### config.mk
export PLATFORM = sky130hd
export DESIGN_NAME = srm_rx_map
export DESIGN_NICKNAME = d
export VERILOG_FILES = /design/src/verilog/srm_fifo_note_unused.sv /design/src/verilog/srm_pkg.sv /design/src/verilog/srm_sync.sv /design/src/verilog/srm_fifo.sv /design/src/verilog/srm_rx_map.sv
export SDC_FILE = /design/constraint.sdc
export NUM_CORES = 1
export LEC_CHECK = 0
export ABC_AREA = 1
export BUFFER_PORTS_ARGS = -buffer_cell sky130_fd_sc_hd__buf_2
export CAP_MARGIN = 20
export CORE_MARGIN = 5
export CORE_UTILIZATION = 39
export DETAILED_ROUTE_END_ITERATION = 12
export GPL_TIMING_DRIVEN = 0
export PLACE_DENSITY_LB_ADDON = 0.08
export SETUP_SLACK_MARGIN = 0.02
export SKIP_CTS_REPAIR_TIMING = 1
export SLEW_MARGIN = 20
export SYNTH_ARGS = -nofsm -noshare
export SYNTH_HDL_FRONTEND = slang
export SYNTH_HIERARCHICAL = 1
export SYNTH_SLANG_ARGS = --single-unit
### constraint.sdc
create_clock -name aclk -period 5.6 [get_ports aclk]
set_input_delay 0.56 -clock aclk [delete_from_list [all_inputs] [get_ports aclk]]
set_output_delay 0.56 -clock aclk [all_outputs]
set_load 0.05 [all_outputs]
### src/verilog/srm_fifo_note_unused.sv
// Spare source file; holds no logic
`timescale 1ns/1ns
`default_nettype none
`default_nettype wire

### src/verilog/srm_pkg.sv
// Constants for the secondary serial port receive slot map, channels 4 to 6
// Functional notes
// - Channel 4 enable bit 5 routes to DAC4
// - Five-bit slot field; TDM value selects slot n
// - I2S/left-justified: 0-15 left, 16-31 right slots
// - Channel 5 source: off, DAC5, ADC1 loopback, reserved
// - Channel 6 source: off, DAC6, ADC2 loopback, linked device
// - Reset values 0x03, 0x04, 0x05; channels disabled
`default_nettype none
package srm_pkg;
  // AXI4-Lite
  localparam int ADDR_W = 8;
  localparam int DATA_W = 32;
  localparam logic [1:0] RESP_OK = 2'h0;
  localparam logic [1:0] RESP_SLVERR = 2'h2;
  // Register indices; byte address is four times the index
  localparam logic [5:0] IDX_CH4 = 6'h2b;
  localparam logic [5:0] IDX_CH5 = 6'h2c;
  localparam logic [5:0] IDX_CH6 = 6'h2d;
  localparam logic [5:0] IDX_CTRL = 6'h30;
  localparam logic [5:0] IDX_STAT = 6'h31;
  // Reset values and writable masks
  localparam logic [7:0] RST_CH4 = 8'h03;
  localparam logic [7:0] RST_CH5 = 8'h04;
  localparam logic [7:0] RST_CH6 = 8'h05;
  localparam logic [7:0] MASK_CH4 = 8'h3f;
  localparam logic [7:0] MASK_CH56 = 8'h7f;
  localparam logic [1:0] RST_FMT = 2'h0;
  // Field positions
  localparam int EN_BIT = 5;
  localparam int SRC_HI = 6;
  localparam int SRC_LO = 5;
  localparam int SLOT_HI = 4;
  localparam int SLOT_LO = 0;
  localparam int FMT_HI = 1;
  localparam int STAT_OVF_BIT = 0;
  localparam int STAT_LVL_LSB = 8;
  // Source selector codes
  localparam logic [1:0] SRC_OFF = 2'h0;
  localparam logic [1:0] SRC_DAC = 2'h1;
  localparam logic [1:0] SRC_LOOP = 2'h2;
  localparam logic [1:0] SRC_LINK = 2'h3;
  // Destination codes on the output stream
  localparam logic [1:0] DEST_DAC = 2'h0;
  localparam logic [1:0] DEST_LOOP = 2'h1;
  localparam logic [1:0] DEST_LINK = 2'h2;
  // Frame formats
  localparam logic [1:0] FMT_TDM = 2'h0;
  localparam logic [1:0] FMT_I2S = 2'h1;
  localparam logic [1:0] FMT_LJ = 2'h2;
  // Serial framing: 32-bit slots, 32 slots per frame
  localparam int CNT_W = 10;
  localparam logic [4:0] WORD_END = 5'h1f;
  localparam int NCH = 3;
  localparam logic [1:0] CH4_ID = 2'h0;
  localparam logic [1:0] CH5_ID = 2'h1;
  localparam logic [1:0] CH6_ID = 2'h2;
  // Sample buffer
  localparam int FIFO_DEPTH = 16;
  localparam int FIFO_AW = 4;
  localparam int FIFO_W = 36;
endpackage : srm_pkg
`default_nettype wire

### src/verilog/srm_sync.sv
// Three-stage pin synchroniser with agreement filter
`timescale 1ns/1ns
`default_nettype none
module srm_sync (
  // Clock and reset
  input wire logic aclk,
  input wire logic aresetn,
  // Pin and filtered level
  input wire logic d,
  output logic q
);
  logic s1, s2, s3;
  logic next_q;

  // Only the second and third stages are compared; the first is metastable-prone
  always_comb begin
    next_q = q;
    if (s2 == s3) begin
      next_q = s3;
    end
  end

  always_ff @(posedge aclk) begin
    if (!aresetn) begin
      s1 <= 1'b0;
      s2 <= 1'b0;
      s3 <= 1'b0;
      q <= 1'b0;
    end else begin
      s1 <= d;
      s2 <= s1;
      s3 <= s2;
      q <= next_q;
    end
  end
endmodule : srm_sync
`default_nettype wire

### src/verilog/srm_fifo.sv
// Synchronous FIFO with valid/ready on both sides
`timescale 1ns/1ns
`default_nettype none
module srm_fifo #(
  parameter int W = 36,
  parameter int DEPTH = 16,
  parameter int AW = 4
) (
  // Clock and reset
  input wire logic aclk,
  input wire logic aresetn,
  // Fill side
  input wire logic in_valid,
  output logic in_ready,
  input wire logic [W-1:0] in_data,
  // Drain side
  output logic out_valid,
  input wire logic out_ready,
  output logic [W-1:0] out_data,
  // Fill level
  output logic [AW:0] level
);
  logic [W-1:0] mem [DEPTH];
  logic [AW:0] wptr, rptr;
  logic [AW:0] next_wptr, next_rptr;
  logic push, pop;

  assign level = wptr - rptr;
  assign in_ready = (level != AW'(0) + (AW+1)'(DEPTH)) ? 1'b1 : 1'b0;
  assign out_valid = (wptr != rptr);
  assign out_data = mem[rptr[AW-1:0]];
  assign push = in_valid && in_ready;
  assign pop = out_valid && out_ready;

  always_comb begin
    next_wptr = wptr;
    next_rptr = rptr;
    if (push) begin
      next_wptr = wptr + (AW+1)'(1);
    end
    if (pop) begin
      next_rptr = rptr + (AW+1)'(1);
    end
  end

  // Storage has no reset; only pointers need a defined value
  always_ff @(posedge aclk) begin
    if (push) begin
      mem[wptr[AW-1:0]] <= in_data;
    end
  end

  always_ff @(posedge aclk) begin
    if (!aresetn) begin
      wptr <= '0;
      rptr <= '0;
    end else begin
      wptr <= next_wptr;
      rptr <= next_rptr;
    end
  end
endmodule : srm_fifo
`default_nettype wire

### src/verilog/srm_rx_map.sv
// Secondary serial port receive slot map for channels 4 to 6, AXI4-Lite slave
`timescale 1ns/1ns
`default_nettype none
module srm_rx_map (
  // Clock and reset
  input wire logic aclk,
  input wire logic aresetn,
  // AXI4-Lite write address
  input wire logic [7:0] s_axi_awaddr,
  input wire logic s_axi_awvalid,
  output logic s_axi_awready,
  // AXI4-Lite write data
  input wire logic [31:0] s_axi_wdata,
  input wire logic [3:0] s_axi_wstrb,
  input wire logic s_axi_wvalid,
  output logic s_axi_wready,
  // AXI4-Lite write response
  output logic [1:0] s_axi_bresp,
  output logic s_axi_bvalid,
  input wire logic s_axi_bready,
  // AXI4-Lite read address
  input wire logic [7:0] s_axi_araddr,
  input wire logic s_axi_arvalid,
  output logic s_axi_arready,
  // AXI4-Lite read data
  output logic [31:0] s_axi_rdata,
  output logic [1:0] s_axi_rresp,
  output logic s_axi_rvalid,
  input wire logic s_axi_rready,
  // Serial audio pins
  input wire logic bclk,
  input wire logic fsync,
  input wire logic sdin,
  // Routed sample stream
  output logic smp_valid,
  input wire logic smp_ready,
  output logic [31:0] smp_data,
  output logic [1:0] smp_chan,
  output logic [1:0] smp_dest
);
  // Register state
  logic [7:0] map4, map5, map6;
  logic [1:0] fmt;
  logic ovf;
  logic [7:0] next_map4, next_map5, next_map6;
  logic [1:0] next_fmt;
  logic next_ovf;

  // Bus state
  logic aw_held, w_held;
  logic [5:0] aw_idx;
  logic [31:0] w_data;
  logic w_lane0;
  logic [1:0] bresp;
  logic bvalid;
  logic [31:0] rdata;
  logic [1:0] rresp;
  logic rvalid;
  logic next_aw_held, next_w_held;
  logic [5:0] next_aw_idx;
  logic [31:0] next_w_data;
  logic next_w_lane0;
  logic [1:0] next_bresp;
  logic next_bvalid;
  logic [31:0] next_rdata;
  logic [1:0] next_rresp;
  logic next_rvalid;

  // Receiver state
  logic bclk_q, fs_q, sd_q;
  logic bclk_d;
  logic fs_prev, eff_prev;
  logic [srm_pkg::CNT_W-1:0] cnt;
  logic [31:0] shreg;
  logic [srm_pkg::NCH-1:0] pend;
  logic [31:0] word;
  logic next_bclk_d;
  logic next_fs_prev, next_eff_prev;
  logic [srm_pkg::CNT_W-1:0] next_cnt;
  logic [31:0] next_shreg;
  logic [srm_pkg::NCH-1:0] next_pend;
  logic [31:0] next_word;

  // Derived channel view
  logic [4:0] slot [srm_pkg::NCH];
  logic [srm_pkg::NCH-1:0] chan_en;
  logic [1:0] chan_dest [srm_pkg::NCH];
  logic [1:0] src5, src6;

  // Datapath glue
  logic bclk_rise;
  logic eff_fs;
  logic [4:0] slot_code;
  logic slot_ok;
  logic word_done;
  logic [srm_pkg::NCH-1:0] hit;
  logic [1:0] sel;
  logic [srm_pkg::NCH-1:0] sel_mask;
  logic fifo_in_ready;
  logic [srm_pkg::FIFO_W-1:0] fifo_out;
  logic [srm_pkg::FIFO_AW:0] fifo_level;
  logic wr_go;

  srm_sync u_sync_bclk (.aclk(aclk), .aresetn(aresetn), .d(bclk), .q(bclk_q));
  srm_sync u_sync_fs (.aclk(aclk), .aresetn(aresetn), .d(fsync), .q(fs_q));
  srm_sync u_sync_sd (.aclk(aclk), .aresetn(aresetn), .d(sdin), .q(sd_q));

  // Channel enables and destinations
  assign src5 = map5[srm_pkg::SRC_HI:srm_pkg::SRC_LO];
  assign src6 = map6[srm_pkg::SRC_HI:srm_pkg::SRC_LO];
  assign slot[0] = map4[srm_pkg::SLOT_HI:srm_pkg::SLOT_LO];
  assign slot[1] = map5[srm_pkg::SLOT_HI:srm_pkg::SLOT_LO];
  assign slot[2] = map6[srm_pkg::SLOT_HI:srm_pkg::SLOT_LO];
  assign chan_en[0] = map4[srm_pkg::EN_BIT];
  // Reserved code 3 on channel 5 is treated as off
  assign chan_en[1] = (src5 == srm_pkg::SRC_DAC) || (src5 == srm_pkg::SRC_LOOP);
  assign chan_en[2] = (src6 != srm_pkg::SRC_OFF);

  always_comb begin
    chan_dest[0] = srm_pkg::DEST_DAC;
    chan_dest[1] = srm_pkg::DEST_DAC;
    if (src5 == srm_pkg::SRC_LOOP) begin
      chan_dest[1] = srm_pkg::DEST_LOOP;
    end
    unique case (src6)
      srm_pkg::SRC_LOOP: chan_dest[2] = srm_pkg::DEST_LOOP;
      srm_pkg::SRC_LINK: chan_dest[2] = srm_pkg::DEST_LINK;
      default: chan_dest[2] = srm_pkg::DEST_DAC;
    endcase
  end

  // Frame decode; I2S is read as left-justified with frame sync inverted and one bit late
  assign bclk_rise = bclk_q && !bclk_d;
  assign eff_fs = (fmt == srm_pkg::FMT_I2S) ? !fs_prev : fs_q;

  always_comb begin
    next_bclk_d = bclk_q;
    next_fs_prev = fs_prev;
    next_eff_prev = eff_prev;
    next_cnt = cnt;
    next_shreg = shreg;
    if (bclk_rise) begin
      next_fs_prev = fs_q;
      next_eff_prev = eff_fs;
      next_shreg = {shreg[30:0], sd_q};
      next_cnt = cnt + srm_pkg::CNT_W'(1);
      if (fmt == srm_pkg::FMT_I2S || fmt == srm_pkg::FMT_LJ) begin
        if (eff_fs != eff_prev) begin
          next_cnt = '0;
        end
      end else if (fs_q && !fs_prev) begin
        next_cnt = '0;
      end
    end
  end

  // TDM uses the slot index directly; I2S/LJ put the right half at 16-31
  always_comb begin
    if (fmt == srm_pkg::FMT_I2S || fmt == srm_pkg::FMT_LJ) begin
      slot_code = {!eff_fs, next_cnt[8:5]};
      slot_ok = !next_cnt[9];
    end else begin
      slot_code = next_cnt[9:5];
      slot_ok = 1'b1;
    end
  end

  assign word_done = bclk_rise && (next_cnt[4:0] == srm_pkg::WORD_END) && slot_ok;

  always_comb begin
    for (int i = 0; i < srm_pkg::NCH; i++) begin
      hit[i] = chan_en[i] && (slot[i] == slot_code);
    end
  end

  // One push per cycle, lowest channel first; a word completes every 32 bit clocks
  always_comb begin
    sel = srm_pkg::CH6_ID;
    if (pend[0]) begin
      sel = srm_pkg::CH4_ID;
    end else if (pend[1]) begin
      sel = srm_pkg::CH5_ID;
    end
  end

  assign sel_mask = srm_pkg::NCH'(1) << sel;

  always_comb begin
    next_pend = pend;
    next_word = word;
    if ((pend != '0) && fifo_in_ready) begin
      next_pend = pend & ~sel_mask;
    end
    if (word_done && (hit != '0) && (next_pend == '0)) begin
      next_pend = hit;
      next_word = next_shreg;
    end
  end

  srm_fifo #(
    .W(srm_pkg::FIFO_W),
    .DEPTH(srm_pkg::FIFO_DEPTH),
    .AW(srm_pkg::FIFO_AW)
  ) u_fifo (
    .aclk(aclk),
    .aresetn(aresetn),
    .in_valid(pend != '0),
    .in_ready(fifo_in_ready),
    .in_data({sel, chan_dest[sel], word}),
    .out_valid(smp_valid),
    .out_ready(smp_ready),
    .out_data(fifo_out),
    .level(fifo_level)
  );

  assign smp_data = fifo_out[31:0];
  assign smp_dest = fifo_out[33:32];
  assign smp_chan = fifo_out[35:34];

  // AXI4-Lite: address and data taken in either order, response after both
  assign s_axi_awready = !aw_held && !bvalid;
  assign s_axi_wready = !w_held && !bvalid;
  assign s_axi_arready = !rvalid;
  assign s_axi_bvalid = bvalid;
  assign s_axi_bresp = bresp;
  assign s_axi_rvalid = rvalid;
  assign s_axi_rresp = rresp;
  assign s_axi_rdata = rdata;
  assign wr_go = (aw_held || (s_axi_awvalid && s_axi_awready))
      && (w_held || (s_axi_wvalid && s_axi_wready)) && !bvalid;

  always_comb begin
    next_aw_held = aw_held;
    next_aw_idx = aw_idx;
    next_w_held = w_held;
    next_w_data = w_data;
    next_w_lane0 = w_lane0;
    next_bvalid = bvalid;
    next_bresp = bresp;
    if (s_axi_awvalid && s_axi_awready) begin
      next_aw_held = 1'b1;
      next_aw_idx = s_axi_awaddr[7:2];
    end
    if (s_axi_wvalid && s_axi_wready) begin
      next_w_held = 1'b1;
      next_w_data = s_axi_wdata;
      next_w_lane0 = s_axi_wstrb[0];
    end
    if (bvalid && s_axi_bready) begin
      next_bvalid = 1'b0;
    end
    if (wr_go) begin
      next_aw_held = 1'b0;
      next_w_held = 1'b0;
      next_bvalid = 1'b1;
      unique case (next_aw_idx)
        srm_pkg::IDX_CH4, srm_pkg::IDX_CH5, srm_pkg::IDX_CH6,
        srm_pkg::IDX_CTRL, srm_pkg::IDX_STAT: next_bresp = srm_pkg::RESP_OK;
        default: next_bresp = srm_pkg::RESP_SLVERR;
      endcase
    end
  end

  // Register writes; reserved bits are masked so they always read zero
  always_comb begin
    next_map4 = map4;
    next_map5 = map5;
    next_map6 = map6;
    next_fmt = fmt;
    next_ovf = ovf;
    if (wr_go && next_w_lane0) begin
      unique case (next_aw_idx)
        srm_pkg::IDX_CH4: next_map4 = next_w_data[7:0] & srm_pkg::MASK_CH4;
        srm_pkg::IDX_CH5: next_map5 = next_w_data[7:0] & srm_pkg::MASK_CH56;
        srm_pkg::IDX_CH6: next_map6 = next_w_data[7:0] & srm_pkg::MASK_CH56;
        srm_pkg::IDX_CTRL: next_fmt = next_w_data[srm_pkg::FMT_HI:0];
        srm_pkg::IDX_STAT: begin
          if (next_w_data[srm_pkg::STAT_OVF_BIT]) begin
            next_ovf = 1'b0;
          end
        end
        default: next_fmt = fmt;
      endcase
    end
    // A word lost to a busy push stage sets overflow; set wins over clear
    if (word_done && (hit != '0) && (pend != '0)) begin
      if (!(((pend & ~sel_mask) == '0) && fifo_in_ready)) begin
        next_ovf = 1'b1;
      end
    end
  end

  always_comb begin
    next_rvalid = rvalid;
    next_rdata = rdata;
    next_rresp = rresp;
    if (rvalid && s_axi_rready) begin
      next_rvalid = 1'b0;
    end
    if (s_axi_arvalid && s_axi_arready) begin
      next_rvalid = 1'b1;
      next_rresp = srm_pkg::RESP_OK;
      next_rdata = '0;
      unique case (s_axi_araddr[7:2])
        srm_pkg::IDX_CH4: next_rdata[7:0] = map4;
        srm_pkg::IDX_CH5: next_rdata[7:0] = map5;
        srm_pkg::IDX_CH6: next_rdata[7:0] = map6;
        srm_pkg::IDX_CTRL: next_rdata[srm_pkg::FMT_HI:0] = fmt;
        srm_pkg::IDX_STAT: begin
          next_rdata[srm_pkg::STAT_OVF_BIT] = ovf;
          next_rdata[srm_pkg::STAT_LVL_LSB +: srm_pkg::FIFO_AW+1] = fifo_level;
        end
        default: next_rresp = srm_pkg::RESP_SLVERR;
      endcase
    end
  end

  always_ff @(posedge aclk) begin
    if (!aresetn) begin
      map4 <= srm_pkg::RST_CH4;
      map5 <= srm_pkg::RST_CH5;
      map6 <= srm_pkg::RST_CH6;
      fmt <= srm_pkg::RST_FMT;
      ovf <= 1'b0;
    end else begin
      map4 <= next_map4;
      map5 <= next_map5;
      map6 <= next_map6;
      fmt <= next_fmt;
      ovf <= next_ovf;
    end
  end

  always_ff @(posedge aclk) begin
    if (!aresetn) begin
      aw_held <= 1'b0;
      aw_idx <= '0;
      w_held <= 1'b0;
      w_data <= '0;
      w_lane0 <= 1'b0;
      bvalid <= 1'b0;
      bresp <= srm_pkg::RESP_OK;
      rvalid <= 1'b0;
      rdata <= '0;
      rresp <= srm_pkg::RESP_OK;
    end else begin
      aw_held <= next_aw_held;
      aw_idx <= next_aw_idx;
      w_held <= next_w_held;
      w_data <= next_w_data;
      w_lane0 <= next_w_lane0;
      bvalid <= next_bvalid;
      bresp <= next_bresp;
      rvalid <= next_rvalid;
      rdata <= next_rdata;
      rresp <= next_rresp;
    end
  end

  always_ff @(posedge aclk) begin
    if (!aresetn) begin
      bclk_d <= 1'b0;
      fs_prev <= 1'b0;
      eff_prev <= 1'b0;
      cnt <= '0;
      shreg <= '0;
      pend <= '0;
      word <= '0;
    end else begin
      bclk_d <= next_bclk_d;
      fs_prev <= next_fs_prev;
      eff_prev <= next_eff_prev;
      cnt <= next_cnt;
      shreg <= next_shreg;
      pend <= next_pend;
      word <= next_word;
    end
  end
endmodule : srm_rx_map
`default_nettype wire

* Word-level counts from Yosys, hierarchy flattened
Memory sizes are Yosys's and may differ from the RTL's. A register that Yosys moved wholly into a read port is not among the register bits.
Cells that the tools add are included.
** Storage, ports and cells
- Output and inout bits :: 78
- Word-level logic and storage cells :: 162
- Bits of input ports :: 63
- Bits in writable memories :: 576
- Register bits after elaboration :: 160
- Memories kept :: 1
** Memories
- u_fifo.mem :: words 16, bits a word 36, read ports 1, clocked after memory_dff 1, write ports 1, RTL line srm_fifo.sv:23 : logic [W-1:0] mem [DEPTH];
** Cells by class
- Reduce and logical (&&, ||, !) cells :: 49
- Shift operators :: 1
- Equal/unequal tests :: 26
- Magnitude comparators :: 1
- Add/subtract/negate cells :: 4
- Bitwise gates (word level) :: 4
- Muxes and demuxes :: 40
** Operators with widths (count)
- equality test 6 bit, second input constant :: 10
- 2-to-1 mux 10 bit :: 4
- 2-to-1 mux 32 bit :: 1
- logical AND 1 bit :: 23
- 2-to-1 mux 1 bit :: 16
- equality test 5 bit :: 3
- one-hot mux 5 bit (3 select lines) :: 1
- 2-to-1 mux 2 bit :: 6
- adder 10 x 1 -> 10 bit, second input constant :: 1
- adder 5 x 1 -> 5 bit, second input constant :: 2
- 2-to-1 mux 5 bit :: 2
- OR reduction 5 bit :: 2
- equality test 2 bit, second input constant :: 4
- logical NOT 1 bit :: 8
- 2-to-1 mux 4 bit :: 2
- AND reduction 2 bit :: 4
- 2-to-1 mux 7 bit :: 1
- logical NOT 3 bit :: 2
- 2-to-1 mux 3 bit :: 2
- 2-to-1 mux 6 bit :: 1
- nonzero test 2 bit :: 3
- nonzero test 3 bit :: 2
- equality test 5 bit, second input constant :: 1
- inequality test 5 bit :: 1
- other kinds (17) :: 23

* Longest topological paths before layout
Gate-level depths: netlist of run 1.
- Depth after elaboration :: 13
- Gate-level depth with buffers :: 20

* Modules after synthesis
The synthesis of run 1 kept the hierarchy.
** Modules (own cells, without submodules)
- srm_fifo :: cells each 1806, times used 1, seq. area each 17576.9 µm², area an instance 23531.3 µm²
- srm_rx_map :: cells each 923, times used 1, seq. area each 2702.6 µm², area an instance 6274.8 µm²
- srm_sync :: cells each 13, times used 3, seq. area each 80.1 µm², area an instance 116.4 µm²

* Least setup slack after synthesis of run 1
Ideal clock, no wire load.
- Kind :: register to register
- Start :: register u_fifo.wptr[0]
- End :: memory u_fifo.mem[2][0], enable pin
- Path buffers :: 1
- Stages on the path, launching flop included :: 13
- Setup slack :: 0.990 ns
- Data arrival time :: 4.136 ns
- Library setup time :: 0.474 ns
- Clock period less this slack :: 4.610 ns
- Cells stage by stage :: dfxtp_1 -> inv_1 -> ha_1 -> inv_1 -> fa_1 -> nand2_1 -> nand2_1 -> nand3_1 -> nand2_1 -> nand3_1 -> nand2_1 -> buf_2 -> nor3_1
** Between the ends
- Cells in the longest elaborated chain, start to end :: 6
** RTL lines
- start: declaration :: RTL line srm_fifo.sv:24 : logic [AW:0] wptr, rptr;
- start signal: assignment :: RTL line srm_fifo.sv:58 : wptr <= next_wptr;
- subtractor 5 bit :: RTL line srm_fifo.sv:28 : assign level = wptr - rptr;
- via fifo_level (one bit) :: RTL line srm_rx_map.sv:101 : logic [srm_pkg::FIFO_AW:0] fifo_level;
- inequality test 5 bit :: RTL line srm_fifo.sv:29 : assign in_ready = (level != AW'(0) + (AW+1)'(DEPTH)) ? 1'b1 : 1'b0;
- 2-to-1 mux 1 bit :: RTL line srm_fifo.sv:29
- logical AND 1 bit :: RTL line srm_fifo.sv:32 : assign push = in_valid && in_ready;
- 2-to-1 mux 1 bit :: RTL line srm_fifo.sv:48 : if (push) begin
- 2-to-1 mux 1 bit (not written as such) :: RTL line srm_fifo.sv:49 : mem[wptr[AW-1:0]] <= in_data;
- end: declaration :: RTL line srm_fifo.sv:23
The timed path passes the listed nets, and every way through them passes these cells.

==> results of run 1 <==
-- power groups by stage --
stage	registers [mW]	clock network (mW)	logic, mW
final	5.86	5.29	1.06
after global routing	5.86	5.63	1.15
after CTS	5.86	5.41	1.06
after detailed placement	5.98	0	1.06
after global placement	5.98	0	1.05
after floorplan	6.00	0	0.686
-- layout by cell type, fill, tap and decap left out, drive strengths merged, types with 7 or more instances in the layout --
cell type / instances
nor3: 25
inv: 194
bufinv: 7
clkinv: 22
edfxtp: 576
nand4: 49
nand3: 98
nand2: 266
a21oi: 54
conb: 22
o21ai: 395
ha: 12
dfxtp: 161
o211ai: 146
nor2: 568
buf: 268
or2: 7
clkbuf: 205
-- registers in the layout, summed over array words and instances (netlist names), 7 cells and up, named ones only --
name         count
cnt             10
map5             7
map6             7
s_axi_rdata     12
shreg           32
u_fifo/mem     576
w_data           7
word            32
-- cell families after synthesis --
kind of cell,synth area share
flops,0.680
xor+xnor,0.00116
simple gates,0.140
mux,0.00199
compound gates,0.115
other cells,0.000124
buf+inv,0.0558
fa+ha+maj,0.00564
-- through the flow --
step | util | cell area [µm²] | std cells
3_3_place_gp | 0.415 | 32000 | 3915
5_1_grt | 0.459 | 35400 | 4148
2_1_floorplan | - | 30200 | 2789
6_report | 0.459 | 35400 | 4148
3_5_place_dp | 0.425 | 32700 | 4002
4_1_cts | 0.459 | 35400 | 4148
-- layer usage --
metal / wire length, µm / share of wire / vias up / track usage
met1: 40600 / 0.43 / 10700 / 0.303
met4: 2430 / 0.026 / 0 / 0.0646
li1: - / - / 10200 / -
met3: 5880 / 0.062 / 130 / 0.0398
met5: 0 / 0 / - / 0
met2: 46300 / 0.49 / 657 / 0.380
-- worst register-to-register path, delay by kind of cell (launching register included) --
family	cells	cell delay, ns
adders and majority gates	2	0.56
and+or+nand+nor	7	1.27
DFF	1	0.35
buffers and inverters	7	1.41
-- worst paths after layout --
check	to	slack, ns	cells after the start
hold / removal	u_sync_sd/s1	0.13	3
setup reg to reg	u_fifo/mem[12][26]	1.73	16
hold reg to reg	u_sync_fs/s2	0.41	2
setup / recovery	smp_chan[0]	1.43	6
-- layout make-up --
| class | instances | area share |
|---|---|---|
| plain buffers | 182 | 0.0267 |
| inverters | 195 | 0.0210 |
| repair buffers | 173 | 0.0316 |
| clock inverters | 28 | 0.00899 |
| multi-input cells | 1675 | 0.229 |
| well taps | 1040 | 0.0368 |
| clock buffers | 118 | 0.0652 |
| flip-flops and latches | 737 | 0.580 |
==> summary.md, run 1 <==
| Metric | Value |
|---|---|
| Critical-path maximum fanout | 10 |
| TritonCTS clock tree | done |
| Post-synth cell types | 45 |
| CTS Root Cell | clkbuf_16 |
| Mean post-synth cell area | 10.9 µm² |
| Synth Flop Type | edfxtp_1 |
| Most common cell in the synthesized netlist | edfxtp_1 |
| Clock buffer depth | 3 |
| Reg power frac | 0.480 |
| EDFF count, synth | ~580 |
| CTS Sinks | about 740 |
| Hold_sp | sdin |
| Final Hold Vio Count | 0 |
| Synthesized cell area | 30200 µm² |
| Crit Path Class | flip-flop to output pin |
| Req. time, crit path | ~5.0 ns |
| Syn Inst Count | 2768 |
| Top cell type's share of synthesized area | 0.574 |
| Initial Util | 0.391 |
| Max H-tree Level | 3 |
| Lkg Pwr | 13.3 nW |
| Area growth from synthesis to layout | 17.3% |
| Drc violations | 0 |
| Post-DR vias/cell | 5.23 |
| Post-route clock period utilization | 0.745 |
| Pre-CTS setup slack | between 1.5 and 2 ns |
| Critical-path top delay cell | clkbuf_1 |
| Outcome | complete, no violations |
| RR Startpoint | u_fifo/wptr[0] |
| FILL cells | 7268 |
| Largest net degree at the start of global routing | 37 |
| Final WS setup | 1.43 ns |
| Detailed Route Iter0 Violations | 1931 |
| Hold Path Class | primary input to flip-flop |
| Area occupied by multi-input gates | about 8100 µm² |
| Clock transition at path regs | 0.06 ns |
| Maximum clock rate | approximately 0.24 GHz |
| DP HPWL | roughly 67000 µm |
| Seq/Total Area, Yosys | 0.680 |
| Max-cap violations | 0 |
| Die Y | 288 µm |
| Worst skew pair latency | 0.63 ns |
| Port bufs | 86 |
| DRT Pass-1 Iters | 5 |
| Register area | slightly above 20000 µm² |
| Total Power | 12.2 mW |
| Die width | ~290 µm |
| Areal power density over the cells | 345 nW/µm² |
| Total CTS buffers | 80 |
| Synth Register Bits | 737 |
| GRT overflow | 0 |
| Post-route ant nets | 0 |
| Clock network power share | 0.434 |
| Int Pwr | 9.29 mW |
| Worst EP arrival | 3.61 ns |
| DR WL/cell | 22.9 µm |
| GP Congestion | 0.823 |
| Critical path's top delay family | buffers and inverters |
| Die Footprint | roughly 83000 µm² |
| Main area contributors after synthesis | edfxtp_1, dfxtp_1, nor2_1, o21ai_0, o211ai_1 |
| Clk_skew | roughly 0.028 ns |
| Crit. End Element | output pin |
| Fin nets | 3120 |
| Final WL | about 95000 µm |
| Ant. Diodes | 0 |
| Final setup fails | 0 |
| Initial antenna violation count | 2 |
| First-pass GRT wire length | 138000 µm |
| Core Area | slightly below 80000 µm² |
| Slew Viols, Final | 0 |
| Gr usage total | 0.226 |
| Critical Path Start Type | flip-flop |
| Routed via count | 21700 |
| Synth warnings | 6 |
| Switch Pwr | 2.92 mW |
| Cell taking the most area after synthesis | edfxtp_1 |
| Relative slew slack | 0.183 |
| Fraction of layout cells with a size suffix above 1 | 0.133 |
| Post-synth ARST share | 0 |
| Row cnt | 102 |
| Comb power frac | 0.086 |
| CP bufs+invs | 4 |
| RSZ-0062 raised after global routing | no |
| Worst-Margin Slew | 1.22 ns |
| Setup TNS | 0 ns |
| Hold Slack | 0.126 ns |
| Vias in the first global route | 21000 |
| Minimum clock period | about 4.2 ns |
| Switching part of the total | 0.239 |
| Cells along the critical path | buf_2 > clkbuf_1 > clkbuf_1 > o211ai_1 > nand2_1 > buf_2 |
| Post-synth top cells | edfxtp_1, nor2_1, o21ai_0 |
| Peak VDD IR | 0.000185 V |
| I/O pins | 141 |
| Max incr delay on CP | 0.83 ns |
Power figures use the tool's default switching activity.
==> inputs of run 2 (changes only) <==
==> constraint.sdc (replaced) <==
create_clock -name aclk -period 4.35 [get_ports aclk]
set_input_delay 0.435 -clock aclk [delete_from_list [all_inputs] [get_ports aclk]]
set_output_delay 0.435 -clock aclk [all_outputs]
set_load 0.05 [all_outputs]
==> run 2 against run 1 <==
Net effect:
- cell area is essentially flat
- global-route usage is the same
- total power rose by 28%
- register-to-register slack got worse by 1.2 ns
- via count about the same
- largest power group unchanged
- clock skew is 0.0025 ns higher
- wire length about the same
- non-clock buffer count is 2 higher
- count of clock-buffer cells in the layout did not move
- die area is the same
==> summary.md, run 2 (synthesis gave the netlist of run 1 again) <==
| Metric | Value |
|---|---|
| Worst-Margin Slew | 1.22 ns (-0.00706 ns) |
| Comb power frac | 0.082 (-0.004) |
| Die Y | 288 µm (unchanged) |
| Fin nets | 3122 (+0.064%) |
| First-pass GRT wire length | 138000 µm (unchanged) |
| Largest net degree at the start of global routing | 37 (unchanged) |
| Ant. Diodes | 0 (unchanged) |
| Clock network power share | 0.436 (+0.002) |
| DRT Pass-1 Iters | 5 (unchanged) |
| Switch Pwr | 3.71 mW (+27%) |
| Relative slew slack | 0.188 (+0.00471) |
| Area growth from synthesis to layout | 17.3% (about the same) |
| Die Footprint | 83000 µm² (unchanged) |
| Lkg Pwr | 13.5 nW (+1.2%) |
| FILL cells | 7266 (-0.028%) |
| Post-route clock period utilization | 0.934 |
| Final Non-Filler Cells | 4150 (+0.048%) |
| Hold Slack | 0.00138 ns (-0.125 ns) |
| Area occupied by multi-input gates | 8120 µm² (unchanged) |
| Critical Path Start Type | flip-flop |
| Clock buffer depth | 3 (unchanged) |
| Clock transition at path regs | 0.06 ns (about the same) |
| Total Power | 15.6 mW (+28%) |
| Final WS setup | 0.286 ns (-1.14 ns) |
| Initial Util | 0.391 (unchanged) |
| Minimum clock period | 4.06 ns |
| CTS Root Cell | clkbuf_16 |
| Critical-path maximum fanout | 10 (unchanged) |
| Die width | 288 µm (unchanged) |
| Most frequent cells in the layout | edfxtp_1, nor2_1, o21ai_0 |
| Crit. End Element | output pin |
| Max-cap violations | 0 (unchanged) |
| Commonest non-fill, non-tap cell in the layout | edfxtp_1 |
| Switching part of the total | 0.237 (-0.00244) |
| CTS Sinks | 737 (unchanged) |
| Core Area | 77100 µm² (unchanged) |
| Final WL | 95100 µm (about the same) |
| Worst skew pair latency | 0.63 ns (about the same) |
| Drc violations | 0 (unchanged) |
| Gr usage total | 0.226 (unchanged) |
| GRT overflow | 0 (unchanged) |
| Fraction of layout cells with a size suffix above 1 | 0.133 (about the same) |
| Placed insts | 4002 (unchanged) |
| Req. time, crit path | 3.91 ns (-1.13 ns) |
| Hold Path Class | primary input to flip-flop |
| Register area | 20500 µm² (unchanged) |
| DR WL/cell | 22.9 µm (-0.12%) |
| Peak VDD IR | 0.000236 V (+28%) |
| Vias in the first global route | 21000 (unchanged) |
| Post-route ant nets | 0 (unchanged) |
| DP HPWL | 66600 µm (unchanged) |
| Outcome | complete, no violations |
| Routed via count | 21700 (-0.069%) |
| Maximum clock rate | 0.246 GHz |
| Clk_skew | 0.0301 ns (+0.00251 ns) |
| Initial antenna violation count | 2 (unchanged) |
| Number of flip-flops in the largest register | 576 (unchanged) |
| Final Hold Vio Count | 0 (unchanged) |
| Slew Viols, Final | 0 (unchanged) |
| RSZ-0062 raised after global routing | no |
| Row cnt | 102 (unchanged) |
| Post-DR vias/cell | 5.22 (-0.12%) |
| Pre-CTS setup slack | 0.438 ns (-1.25 ns) |
| Detailed Route Iter0 Violations | 1889 (-2.2%) |
| Worst EP arrival | 3.63 ns (+0.02 ns) |
| Max H-tree Level | 3 (unchanged) |
| Port bufs | 86 (unchanged) |
| Total CTS buffers | 80 (unchanged) |
| Areal power density over the cells | 442 nW/µm² (+28%) |
| Final setup fails | 0 (unchanged) |
| Int Pwr | 11.9 mW (+29%) |
| I/O pins | 141 (unchanged) |
| TritonCTS clock tree | done |
| Crit Path Class | flip-flop to output pin |
| Reg power frac | 0.482 (+0.002) |
| GP Congestion | 0.823 (unchanged) |
| Setup TNS | 0 ns (unchanged) |
==> run 2: changes by cell type in the layout (fill, tap and decap cells not counted) <==
cell	delta
dlygate4sd3_1	+2
==> run 2: stage by stage <==
stage	utilization	area [µm²]
6_report	0.459	35400
5_1_grt	0.459	35400
4_1_cts	0.459	35400
3_5_place_dp	0.425	32700
3_3_place_gp	0.415	32000
2_1_floorplan	-	30200
==> run 2: worst max-delay path: stages (launching register included) <==
cell	delay, ns
dfxtp_1	0.30
buf_2	0.31
clkbuf_1	0.83
clkbuf_1	0.81
o211ai_1	0.19
nand2_1	0.24
buf_2	0.31
==> run 2: power groups by stage <==
| stage | combinational [mW] | sequential (mW) | clock (mW) |
|---|---|---|---|
| after floorplan | 0.829 | 7.72 | 0 |
| after global placement | 1.28 | 7.69 | 0 |
| after detailed placement | 1.29 | 7.69 | 0 |
| after CTS | 1.29 | 7.54 | 6.96 |
| after global routing | 1.40 | 7.54 | 7.25 |
| final | 1.28 | 7.55 | 6.82 |
==> run 2: worst paths after layout <==
kind | from | slack [ns] | cells past startpoint | to
worst max-delay path | flip-flop | 0.29 | 6 | smp_chan[0]
worst min-delay path | fsync | 0.001 | 3 | u_sync_fs/s1
worst max register to register | u_fifo/wptr[0] | 0.49 | 16 | u_fifo/mem[12][26]
worst min register to register | u_sync_fs/s1 | 0.41 | 2 | u_sync_fs/s2
==> run 2: cell type report <==
type | count | share of cell area
Inverter | 195 | 0.0210
Clock buffer | 118 | 0.0652
Multi-Input combinational cell | 1675 | 0.229
Timing Repair Buffer | 175 | 0.0322
Clock inverter | 28 | 0.00898
Sequential cell | 737 | 0.580
Buffer | 182 | 0.0267
Tap cell | 1040 | 0.0368
==> run 2: layer usage <==
layer | track usage | wire length (µm) | vias up
met3 | 0.0398 | 5960 | 131
met1 | 0.303 | 40600 | 10700
met5 | 0 | 0 | -
met4 | 0.0646 | 2470 | 0
li1 | - | - | 10200
met2 | 0.380 | 46100 | 693
==> inputs of run 3 (changes only) <==
--- a/config.mk
+++ b/config.mk
@@ -8,7 +8,6 @@
 export ABC_AREA = 1
 export BUFFER_PORTS_ARGS = -buffer_cell sky130_fd_sc_hd__buf_2
 export CAP_MARGIN = 20
-export CORE_MARGIN = 5
 export CORE_UTILIZATION = 39
 export DETAILED_ROUTE_END_ITERATION = 12
 export GPL_TIMING_DRIVEN = 0
==> run 3 against run 2 <==
Net effect:
- wire length rose by 0.20%
- largest cell class unchanged
- combinational power barely moved
- cell count barely moved
- count of clock-buffer cells in the layout fell by 20
- cell area fell by 0.11%
- maximum frequency rose by 4.1%
- non-clock buffer count rose by 1
- first-iteration DRC count rose by 2.0%
- core utilization rose by 0.48 points
- register-to-register slack got worse by 0.04 ns
- the flow now finishes with violations (negative hold slack)
==> summary.md, run 3 (synthesis gave the netlist of run 1 again) <==
| Metric | Value |
|---|---|
| Outcome | finished, violations left |
| Failing checks | negative hold slack |
| Detailed Route Iter0 Violations | 1927 (+2.0%) |
| Req. time, crit path | 4.68 ns (+0.77 ns) |
| Clock buffer depth | 3 (unchanged) |
| Final WS setup | 0.447 ns (+0.160 ns) |
| Area growth from synthesis to layout | 17.2% |
| Fin nets | 3125 (+0.096%) |
| Critical Path Start Type | flip-flop |
| DRT Pass-1 Iters | 8 (+3) |
| Routed via count | 21700 (+0.26%) |
| Die width | 280 µm (-2.8%) |
| Minimum clock period | 3.90 ns (-0.160 ns) |
| Maximum clock rate | 0.256 GHz (+4.1%) |
| First-pass GRT wire length | 138000 µm (-0.22%) |
| TritonCTS clock tree | done |
| Peak VDD IR | 0.000234 V (-0.93%) |
| Areal power density over the cells | 439 nW/µm² (-0.62%) |
| Crit Path Class | flip-flop to flip-flop |
| Core Area | 76200 µm² (-1.1%) |
| Relative slew slack | 0.184 (-0.00447) |
| Critical-path maximum fanout | 10 (unchanged) |
| Number of flip-flops in the largest register | 576 (unchanged) |
| Clock transition at path regs | 0.05 ns (about the same) |
| DP HPWL | 66600 µm (about the same) |
| RSZ-0062 raised after global routing | no |
| FILL cells | 7165 (-1.4%) |
| CTS Sinks | 737 (unchanged) |
| Largest net degree at the start of global routing | 37 (unchanged) |
| Commonest non-fill, non-tap cell in the layout | edfxtp_1 |
| Worst-Margin Slew | 1.22 ns (+0.00671 ns) |
| Max H-tree Level | 3 (unchanged) |
| Final setup fails | 0 (unchanged) |
| Hold Slack | -0.00662 ns (-0.00801 ns) |
| Ant. Diodes | 0 (unchanged) |
| Lkg Pwr | 13.5 nW (about the same) |
| GP Congestion | 0.830 (+0.86%) |
| Drc violations | 0 (unchanged) |
| Max-cap violations | 0 (unchanged) |
| Gr usage total | 0.242 (+0.0157) |
| Initial Util | 0.396 (+0.00453) |
| Final WL | 95300 µm (+0.20%) |
| Die Footprint | 78400 µm² (-5.5%) |
| Vias in the first global route | 21100 (+0.38%) |
| Total CTS buffers | 82 (+2.5%) |
| Row cnt | 101 (-0.98%) |
| Crit. End Element | flip-flop |
| Worst EP arrival | 4.23 ns (+0.60 ns) |
| CTS Root Cell | clkbuf_16 |
| Fraction of layout cells with a size suffix above 1 | 0.135 (+0.00263) |
| Pre-CTS setup slack | 0.395 ns (-0.0427 ns) |
| Port bufs | 86 (unchanged) |
| Post-route ant nets | 0 (unchanged) |
| Post-DR vias/cell | 5.24 (+0.36%) |
| Clk_skew | 0.0205 ns (-0.00964 ns) |
| Worst skew pair latency | 0.63 ns (about the same) |
| Most frequent cells in the layout | edfxtp_1, nor2_1, o21ai_0 |
| Die Y | 280 µm (-2.8%) |
| Slew Viols, Final | 0 (unchanged) |
| Initial antenna violation count | 1 (-1) |
| Final Hold Vio Count | 1 (+1) |
| Hold Path Class | primary input to flip-flop |
| I/O pins | 141 (unchanged) |
| Post-route clock period utilization | 0.897 (-0.0369) |
| DR WL/cell | 23.0 µm (+0.29%) |
| GRT overflow | 0 (unchanged) |
| Final Util | 0.464 (+0.00482) |
[run 3: changes by cell type in the layout (fill, tap and decap cells not counted)]
| cell | previous run | this run |
|---|---|---|
| clkbuf_1 | 115 | 99 |
| clkinv_1 | 11 | 24 |
| clkinv_2 | 9 | 21 |
| buf_6 | 21 | 25 |
| buf_4 | 103 | 100 |
| clkbuf_16 | 86 | 84 |
| bufinv_16 | 7 | 6 |
| clkbuf_4 | 1 | 0 |
| clkbuf_8 | 3 | 2 |
| clkinv_4 | 1 | 0 |
| clkinvlp_2 | 0 | 1 |
| inv_6 | 0 | 1 |
[run 3: through the flow]
stage	area [µm²]	power, mW	TNS [ns]	instances
after global routing	35300	16.0	0	4146
after floorplan	30200	8.55	-109.91	2789
after CTS	35300	15.7	0	4144
after detailed placement	32800	8.98	0	3993
after global placement	32000	8.97	-2020.14	3905
final	35300	15.5	0	4146
[run 3: report_power, final]
part	leakage, nW	switching (mW)	total, mW	internal [mW]
registers	7.21	0.0181	7.55	7.53
clock network	1.28	2.80	6.71	3.91
logic	5.00	0.954	1.28	0.330
[run 3: routing by layer]
| layer | wire, µm | up-vias | GRT usage | share of wire |
|---|---|---|---|---|
| li1 | - | 10200 | - | - |
| met1 | 41100 | 10700 | 0.320 | 0.43 |
| met2 | 46200 | 682 | 0.408 | 0.49 |
| met3 | 5380 | 130 | 0.0331 | 0.056 |
| met4 | 2570 | 0 | 0.0800 | 0.027 |
| met5 | 0 | - | 0 | 0 |
[run 3: area by class of cell]
class                           instances  area [µm²]  area share
Clock buffer                           98        2170      0.0615
Buffer                                182         945      0.0267
Clock inverter                         53         402      0.0114
Sequential cell                       737       20500       0.580
Inverter                              195         742      0.0210
Tap cell                             1030        1290      0.0365
Multi-Input combinational cell       1675        8120       0.230
Timing Repair Buffer                  176        1160      0.0328
[run 3: final timing paths]
kind	start	cells past startpoint	to	slack, ns
max	u_fifo/wptr[0]	17	u_fifo/mem[12][24]	0.45
min	sdin	3	u_sync_sd/s1	-0.007
max reg2reg	u_fifo/wptr[0]	17	u_fifo/mem[12][24]	0.45
min reg2reg	u_sync_bclk/s1	2	u_sync_bclk/s2	0.41
[run 3: worst max-delay path: stages, from the launching register on]
cell     delay [ns]
dfxtp_1        0.35
inv_1          0.17
ha_1           0.18
inv_1          0.06
fa_1           0.39
nand2_1        0.08
nand2_1        0.07
nand3_1        0.08
nand2_1        0.08
nand3_1        0.15
nand2_1        0.21
buf_2          0.28
nor3_2         0.55
buf_6          0.23
buf_6          0.15
buf_4          0.20
buf_4          0.21
buf_6          0.17
